`src/port_ctl_pkg.sv`:
```
package port_ctl_pkg;

	// ------------------------------------------------------------
	// register map (byte addresses within one port's block)
	// ------------------------------------------------------------
	localparam logic [11:0] ADDR_IRQ_GATE   = 12'h01f;
	localparam logic [11:0] ADDR_OP_CTRL    = 12'h020;
	localparam logic [11:0] ADDR_IRQ_STATUS = 12'h01b;

	localparam int NUM_PORTS  = 7;
	localparam int SGMII_PORT = 7;
	localparam int PHY_PORTS  = 5;

	// ------------------------------------------------------------
	// field positions
	// ------------------------------------------------------------
	localparam int GATE_SGMII_BIT = 3;
	localparam int GATE_PTP_BIT   = 2;
	localparam int GATE_PHY_BIT   = 1;
	localparam int GATE_ACL_BIT   = 0;

	localparam int CTRL_LOCAL_LB_BIT  = 7;
	localparam int CTRL_REMOTE_LB_BIT = 6;
	localparam int CTRL_TAIL_TAG_BIT  = 2;

	// ------------------------------------------------------------
	// reset values
	// ------------------------------------------------------------
	localparam logic [3:0] GATE_RESET   = 4'h0;
	localparam logic [1:0] QUEUE_RESET  = 2'h0;
	localparam logic [7:0] STATUS_RESET = 8'h00;

	typedef enum logic [1:0]
	{
		QUEUE_ONE      = 2'b00,
		QUEUE_TWO      = 2'b01,
		QUEUE_FOUR     = 2'b10,
		QUEUE_RESERVED = 2'b11
	} queue_split_e;

endpackage

```
`src/port_irq_gate.sv`:
```
`timescale 1ns/10ps
// one port's mask register, sticky status and interrupt gating
module port_irq_gate
	import port_ctl_pkg::*;
#(
	parameter int PORT_NUM = 1
)
(
	input  wire logic       i_mclk,
	input  wire logic       i_rst,
	input  wire logic       i_gate_we,
	input  wire logic [3:0] i_gate_wdata,
	input  wire logic [3:0] i_event,
	output logic      [3:0] o_gate,
	output logic      [3:0] o_status,
	output logic            o_irq
);

	// ------------------------------------------------------------
	// which mask bits exist on this port
	// ------------------------------------------------------------
	localparam logic HAS_SGMII = (PORT_NUM == SGMII_PORT);
	localparam logic HAS_PHY   = (PORT_NUM <= PHY_PORTS);
	localparam logic [3:0] IMPL = {HAS_SGMII, HAS_PHY, HAS_PHY, 1'b1};

	logic [3:0] gate_reg;
	logic [3:0] status_reg;
	logic [3:0] status_next;
	logic       acl_toggle;
	logic       irq_reg;

	always_ff @(posedge i_mclk)
	begin
		if (i_rst)
			gate_reg <= GATE_RESET; // RL2
		else if (i_gate_we)
			gate_reg <= i_gate_wdata & IMPL; // RL3 RL4 RL5
	end

	assign acl_toggle = i_gate_we &&
		(i_gate_wdata[GATE_ACL_BIT] != gate_reg[GATE_ACL_BIT]);

	// the acl bit clears on a mask toggle; a new event in that cycle wins
	always_comb
	begin
		status_next = status_reg;
		if (acl_toggle)
			status_next[GATE_ACL_BIT] = 1'b0; // RL6
		status_next = status_next | (i_event & IMPL);
	end

	always_ff @(posedge i_mclk)
	begin
		if (i_rst)
			status_reg <= STATUS_RESET[3:0];
		else
			status_reg <= status_next;
	end

	// zero in the mask enables the source
	always_ff @(posedge i_mclk)
	begin
		if (i_rst)
			irq_reg <= 1'b0;
		else
			irq_reg <= |(status_next & ~gate_reg & IMPL); // RL1 RL2 RL15
	end

	assign o_gate   = gate_reg;
	assign o_status = status_reg;
	assign o_irq    = irq_reg;

endmodule

```
`src/port_op_ctrl.sv`:
```
`timescale 1ns/10ps
// one port's operation control register and loopback steering
module port_op_ctrl
	import port_ctl_pkg::*;
(
	input  wire logic       i_mclk,
	input  wire logic       i_rst,
	input  wire logic       i_we,
	input  wire logic [7:0] i_wdata,
	output logic      [7:0] o_ctrl,
	output logic            o_local_lb,
	output logic            o_remote_lb,
	output logic            o_tail_tag,
	output logic      [1:0] o_queue_split
);

	logic       local_lb_reg;
	logic       remote_lb_reg;
	logic       tail_tag_reg;
	logic [1:0] queue_reg;

	always_ff @(posedge i_mclk)
	begin
		if (i_rst)
		begin
			local_lb_reg  <= 1'b0; // RL7
			remote_lb_reg <= 1'b0; // RL8
			tail_tag_reg  <= 1'b0; // RL11
			queue_reg     <= QUEUE_RESET; // RL13
		end
		else if (i_we)
		begin
			local_lb_reg  <= i_wdata[CTRL_LOCAL_LB_BIT]; // RL7
			remote_lb_reg <= i_wdata[CTRL_REMOTE_LB_BIT]; // RL8
			tail_tag_reg  <= i_wdata[CTRL_TAIL_TAG_BIT]; // RL11
			queue_reg     <= i_wdata[1:0]; // RL13
		end
	end

	// reserved bits 5:3 never stored and read as zero
	assign o_ctrl = {local_lb_reg, remote_lb_reg, 3'h0, tail_tag_reg, queue_reg}; // RL14
	assign o_local_lb    = local_lb_reg;
	assign o_remote_lb   = remote_lb_reg;
	assign o_tail_tag    = tail_tag_reg;
	// reserved code behaves as a single queue
	assign o_queue_split = (queue_reg == QUEUE_RESERVED) ? QUEUE_ONE : queue_reg; // RL13

endmodule

```
`src/port_irq_mask_and_op_control.sv`:
```
`timescale 1ns/10ps
// Behaviour
// RL1 - a port interrupt source reaches the interrupt output only when its mask bit permits it.
// RL2 - a mask bit of zero enables its interrupt, one disables it, and all reset to zero.
// RL3 - mask bit 3 for sgmii auto-negotiation done acts only on port 7.
// RL4 - mask bits 2 (timing protocol) and 1 (phy) act only on integrated-phy ports.
// RL5 - mask bit 0 for the access-control-list interrupt acts on every port.
// RL6 - software clears the access-control-list status by toggling its mask bit.
// RL7 - control bit 7 turns egress frames around in the mac back to the fabric.
// RL8 - control bit 6 loops frames from the port pins back out the same port.
// RL9 - in remote loopback phy ports go rx pair to tx pair, mac ports txd to rxd.
// RL10 - remote loopback has no elastic buffer so users send only small frames.
// RL11 - control bit 2 enables tail tagging and makes the port the host port.
// RL12 - software enables tail tagging on at most one port.
// RL13 - bits 1:0 pick one, two or four egress queues, with 11 reserved and reset 00.
// RL14 - reserved mask bits 7:4 and control bits 5:3 read zero and ignore writes.
// RL15 - the port interrupt is high while any status bit is set with its mask bit zero.
module port_irq_mask_and_op_control
	import port_ctl_pkg::*;
(
	input  wire logic                 i_mclk,
	input  wire logic                 i_rst,
	input  wire logic [2:0]           i_port_sel,
	input  wire logic [11:0]          i_addr,
	input  wire logic [7:0]           i_wdata,
	input  wire logic                 i_wr,
	input  wire logic                 i_rd,
	input  wire logic [NUM_PORTS-1:0] i_sgmii_an_done,
	input  wire logic [NUM_PORTS-1:0] i_ptp_event,
	input  wire logic [NUM_PORTS-1:0] i_phy_event,
	input  wire logic [NUM_PORTS-1:0] i_acl_event,
	output logic      [7:0]           o_rdata,
	output logic      [NUM_PORTS-1:0] o_port_irq,
	output logic                      o_irq,
	output logic      [NUM_PORTS-1:0] o_local_lb,
	output logic      [NUM_PORTS-1:0] o_remote_lb,
	output logic      [NUM_PORTS-1:0] o_tail_tag,
	output logic      [2*NUM_PORTS-1:0] o_queue_split
);

	// ------------------------------------------------------------
	// decode: i_port_sel carries port number 1..7
	// ------------------------------------------------------------
	logic [NUM_PORTS-1:0] gate_we;
	logic [NUM_PORTS-1:0] ctrl_we;
	logic [3:0]           gate_q   [NUM_PORTS];
	logic [3:0]           status_q [NUM_PORTS];
	logic [7:0]           ctrl_q   [NUM_PORTS];
	logic [NUM_PORTS-1:0] irq_w;
	logic [NUM_PORTS-1:0] local_w;
	logic [NUM_PORTS-1:0] remote_w;
	logic [NUM_PORTS-1:0] tail_w;
	logic [1:0]           queue_w  [NUM_PORTS];
	logic [7:0]           rdata_next;
	logic [7:0]           rdata_reg;
	logic                 irq_reg;
	logic [NUM_PORTS-1:0] port_irq_reg;
	logic [NUM_PORTS-1:0] local_reg;
	logic [NUM_PORTS-1:0] remote_reg;
	logic [NUM_PORTS-1:0] tail_reg;
	logic [2*NUM_PORTS-1:0] queue_reg;
	logic                 sel_ok;
	logic [2:0]           idx;

	assign sel_ok = (i_port_sel != 3'h0);
	assign idx    = i_port_sel - 3'h1;

	genvar p;
	generate
		for (p = 0; p < NUM_PORTS; p++)
		begin : g_port
			assign gate_we[p] = i_wr && sel_ok && (idx == 3'(p)) && (i_addr == ADDR_IRQ_GATE);
			assign ctrl_we[p] = i_wr && sel_ok && (idx == 3'(p)) && (i_addr == ADDR_OP_CTRL);

			port_irq_gate #(
				.PORT_NUM (p + 1)
			) u_gate (
				.i_mclk       (i_mclk),
				.i_rst        (i_rst),
				.i_gate_we    (gate_we[p]),
				.i_gate_wdata (i_wdata[3:0]), // RL14
				.i_event      ({i_sgmii_an_done[p], i_ptp_event[p],
				                i_phy_event[p], i_acl_event[p]}),
				.o_gate       (gate_q[p]),
				.o_status     (status_q[p]),
				.o_irq        (irq_w[p])
			);

			port_op_ctrl u_ctrl (
				.i_mclk        (i_mclk),
				.i_rst         (i_rst),
				.i_we          (ctrl_we[p]),
				.i_wdata       (i_wdata),
				.o_ctrl        (ctrl_q[p]),
				.o_local_lb    (local_w[p]),
				.o_remote_lb   (remote_w[p]),
				.o_tail_tag    (tail_w[p]),
				.o_queue_split (queue_w[p])
			);
		end
	endgenerate

	// ------------------------------------------------------------
	// read path: data stand the cycle after the strobe only
	// ------------------------------------------------------------
	always_comb
	begin
		rdata_next = 8'h00;
		if (i_rd && sel_ok && idx < 3'(NUM_PORTS))
		begin
			case (i_addr)
				ADDR_IRQ_GATE:   rdata_next = {4'h0, gate_q[idx]}; // RL14
				ADDR_OP_CTRL:    rdata_next = ctrl_q[idx];
				ADDR_IRQ_STATUS: rdata_next = {4'h0, status_q[idx]};
				default:         rdata_next = 8'h00;
			endcase
		end
	end

	always_ff @(posedge i_mclk)
	begin
		if (i_rst)
			rdata_reg <= 8'h00;
		else
			rdata_reg <= rdata_next;
	end

	// ------------------------------------------------------------
	// outputs registered; the per-port irq is already a flop in the gate
	// ------------------------------------------------------------
	always_ff @(posedge i_mclk)
	begin
		if (i_rst)
		begin
			port_irq_reg <= '0;
			irq_reg      <= 1'b0;
		end
		else
		begin
			port_irq_reg <= irq_w; // RL15
			irq_reg      <= |irq_w; // RL1
		end
	end

	// loop steering: the mac datapath consumes these; no elastic buffer exists
	// so software must keep remote-loop traffic small
	always_ff @(posedge i_mclk)
	begin
		if (i_rst)
		begin
			local_reg  <= '0;
			remote_reg <= '0;
			tail_reg   <= '0;
			queue_reg  <= '0;
		end
		else
		begin
			local_reg  <= local_w; // RL7
			remote_reg <= remote_w; // RL8 RL9 RL10
			tail_reg   <= tail_w; // RL11 RL12
			for (int i = 0; i < NUM_PORTS; i++)
				queue_reg[2*i +: 2] <= queue_w[i]; // RL13
		end
	end

	assign o_rdata       = rdata_reg;
	assign o_port_irq    = port_irq_reg;
	assign o_irq         = irq_reg;
	assign o_local_lb    = local_reg;
	assign o_remote_lb   = remote_reg;
	assign o_tail_tag    = tail_reg;
	assign o_queue_split = queue_reg;

endmodule

```
`config.mk`:
```
export PLATFORM = sky130hd
export DESIGN_NAME = port_irq_mask_and_op_control
export DESIGN_NICKNAME = d
export VERILOG_FILES = /design/src/port_ctl_pkg.sv /design/src/port_irq_gate.sv /design/src/port_op_ctrl.sv /design/src/port_irq_mask_and_op_control.sv
export SDC_FILE = /design/constraint.sdc
export NUM_CORES = 1
export LEC_CHECK = 0
export ABC_AREA = 1
export BUFFER_PORTS_ARGS = -buffer_cell sky130_fd_sc_hd__buf_2
export CORE_UTILIZATION = 42
export CTS_CLUSTER_DIAMETER = 100
export DETAILED_ROUTE_END_ITERATION = 7
export PLACE_DENSITY = 0.72
export SYNTH_ARGS = -nofsm -noshare
export SYNTH_HDL_FRONTEND = slang
export SYNTH_HIERARCHICAL = 1
export SYNTH_SLANG_ARGS = --single-unit
```
`constraint.sdc`:
```
create_clock -name i_mclk -period 3.18 [get_ports i_mclk]
set_input_delay 0 -clock i_mclk [delete_from_list [all_inputs] [get_ports i_mclk]]
set_output_delay 0 -clock i_mclk [all_outputs]
set_load 0.005 [all_outputs]
```
==> run_results.csv <==
group,metric,value,unit
layout,mostFrequentLayoutCell,"nand2_1",
synthesis,yosysTopAreaCellShare,38.0,%
floorplanning,ios,106,
route,routed_wirelength,15400,um
grt,grt_max_degree,59,
outcome,status,"complete, no violations",
route,viasPerCell,4.32,
route,dr_total_vias,5936,
clock_network,h-tree-depth,4,
route,drt_iter0_markers,360,
layout,final_area,0.00773,mm2
layout,nets,1206,
setup_path,end_kind,"register",
placed_design,post-place-ws,1.01,ns
layout,final_layout_size_suffix_gt1_share,12.1,%
clock_network,cts.clk_slew.worst_paths,0.06,ns
sta,finalHoldViolations,0,
floorplanning,rows,46,
hold_path,hold_path_depth,3,
floorplanning,core_area,0.0158,mm2
pwr,p_per_area,485,mW/mm2
synthesis,syn_area,0.00680,mm2
route,highest_layer,"met4",
floorplanning,die_w,129,um
grt,antenna_found_initial,0,
sta,tns,0,ns
route,dr_wl_met3,854,um
pwr,p_leak,0.00390,uW
setup_path,cp-start-kind,"primary input",
clock_network,clkSinkCount,129,
layout,syn_to_final_growth,13.7,%
setup_path,arrival,2.09,ns
grt,grt_pass1_wl,25000,um
synthesis,synthCells,1072,
floorplanning,initial_utilization,42.9,%
clock_network,clk_latency,0.42,ns
floorplanning,floorplan.die_area,0.0167,mm2
sta,setup_ws,1.40,ns
hold_path,hold_path.class,"primary input to register",
sta,layout_min_cycle_time,1.78,ns
placed_design,port_buffers,93,
grt,globalRouteOverflowTotal,0,
layout,mostFrequentLayoutCells,"256 x nand2_1, 216 x inv_1, 184 x nor2_1",
synthesis,ys_seq_area_share,38.0,%
synthesis,syn_area_per_cell,6.34,um2
sta,fmax,563,MHz
clock_network,postCtsSetupBuffers,0,
grt,grt_pass1_vias,5212,
setup_path,reg2reg_depth,7,
clock_network,clockBufferDepth,2,
setup_path,critPathKind,"primary input to register",
route,dr.pass1.iters,5,
sta,final_max_slew_viol_count,0,
placed_design,dpl.hpwl,10600,um
placed_design,place_congestion,0.795,
setup_path,critPathMaxFanout,11,
sta,post-route-period-util,55.8,%
synthesis,ys.warnings.count,6,
sta,hold_ws,0.0408,ns
sta,skew,0.00540,ns
clock_network,cts_buffers,17,
synthesis,synth_area_leaders,"dfxtp_1 38%, nand2_1 14%, inv_1 12%, nor2_1 10%, buf_4 7.1%",
setup_path,required,3.49,ns
placed_design,placedInstanceArea,0.00700,mm2
route,route.layer.met1.wl,7330,um
synthesis,yosysUniqueCellTypes,28,
route,drtAntennaViolNets,0,
sta,rsz0062_at_grt,"no",
clock_network,cts_tree,"built",
grt,grt.total_usage,19.5,%
synthesis,yosysTopAreaCell,"dfxtp_1",
route,drc_errors,0,
route,avgRoutedWirePerCell,11.2,um
sta,setup_viol,0,
route,wl_met2,6880,um
floorplanning,die_h,129,um
pwr,vdd_drop_max,364,uV
job,cap_violations,0,
sta,slew_headroom,29.8,%
synthesis,ys_ff_latch,129,
sta,tightestPinTransition,1.04,ns
clock_network,clockRootBuffer,"clkbuf_16",
metrics by stage:
step | power, uW | util, % | instances
final | 3750 | 48.8 | 1374
after global routing | 3930 | 48.8 | 1373
after CTS | 3780 | 48.8 | 1373
after detailed placement | 2060 | 44.2 | 1321
after global placement | 2060 | 44.2 | 1321
after floorplan | 1980 | - | 1099
kinds of logic (layout without fill, tap and decap cells):
logic type,after synthesis,count (layout),share of synthesized area (%)
AND/OR/NAND/NOR,534,534,31.8
buffers and inverters,312,370,22.3
flip-flops,129,129,38.0
AO/OA/AOI/OAI,77,77,5.98
other,14,42,0.773
adder cells (fa/ha/maj),6,6,1.10
power breakdown:
group          switching [uW]  internal [uW]
logic                     248            144
registers                13.4           1650
clock network             695           1000
critical path, stage by stage:
cell and delay, ns:
buf_2 0.10, inv_1 0.07, ha_1 0.18, ha_1 0.35, inv_1 0.31, nand3_1 0.16, nor2_1 0.62, nand2_1 0.15
nand2_1 0.10, nor2_1 0.04
routing by layer:
layer  global-route usage [%]  up-vias
met2                     31.4      145
li1                         -     3195
met1                     25.2     2573
met5                        0        -
met3                     4.91       23
met4                     6.99        0
final timing paths:
path,startpoint,end,slack [ns]
max,i_port_sel[1],g_port[0].u_ctrl/o_local_lb,1.40
min,i_wdata[2],g_port[3].u_gate/o_gate[2],0.04
max reg2reg,g_port[5].u_ctrl/queue_reg[1],o_rdata[1],1.94
min reg2reg,g_port[0].u_gate/o_irq,o_port_irq[0],0.43
final cells by class:
cell class,instances,area [um2]
sequential,129,2580
timing repair buffer,121,741
antenna,1,2.50
tap,216,270
clock inverter,11,66.3
fill,1587,8100
clock buffer,20,447
multi-input combinational,658,2800
inverter,218,818
cell usage after synthesis, drive strengths merged:
cell,count
nor2,186
ha,6
nand3,77
a211oi,2
a21oi,38
a41oi,1
dfxtp,129
conb,14
buf,86
nand3b,4
or2,6
o21ai,31
nor4,1
a21o,1
nor3b,2
o21a,2
nand2,256
nor3,2
o211ai,2
inv,218
clkbuf,8
repair_timing:
action | 4_1_cts | 5_1_grt
endpoints found under the hold margin | 40 | 0
hold buffers | 21 | 0
setup endpoints to repair | 0 | 0
gates resized for setup | 0 | 0
Note: power is estimated with default switching activity, not from simulation.
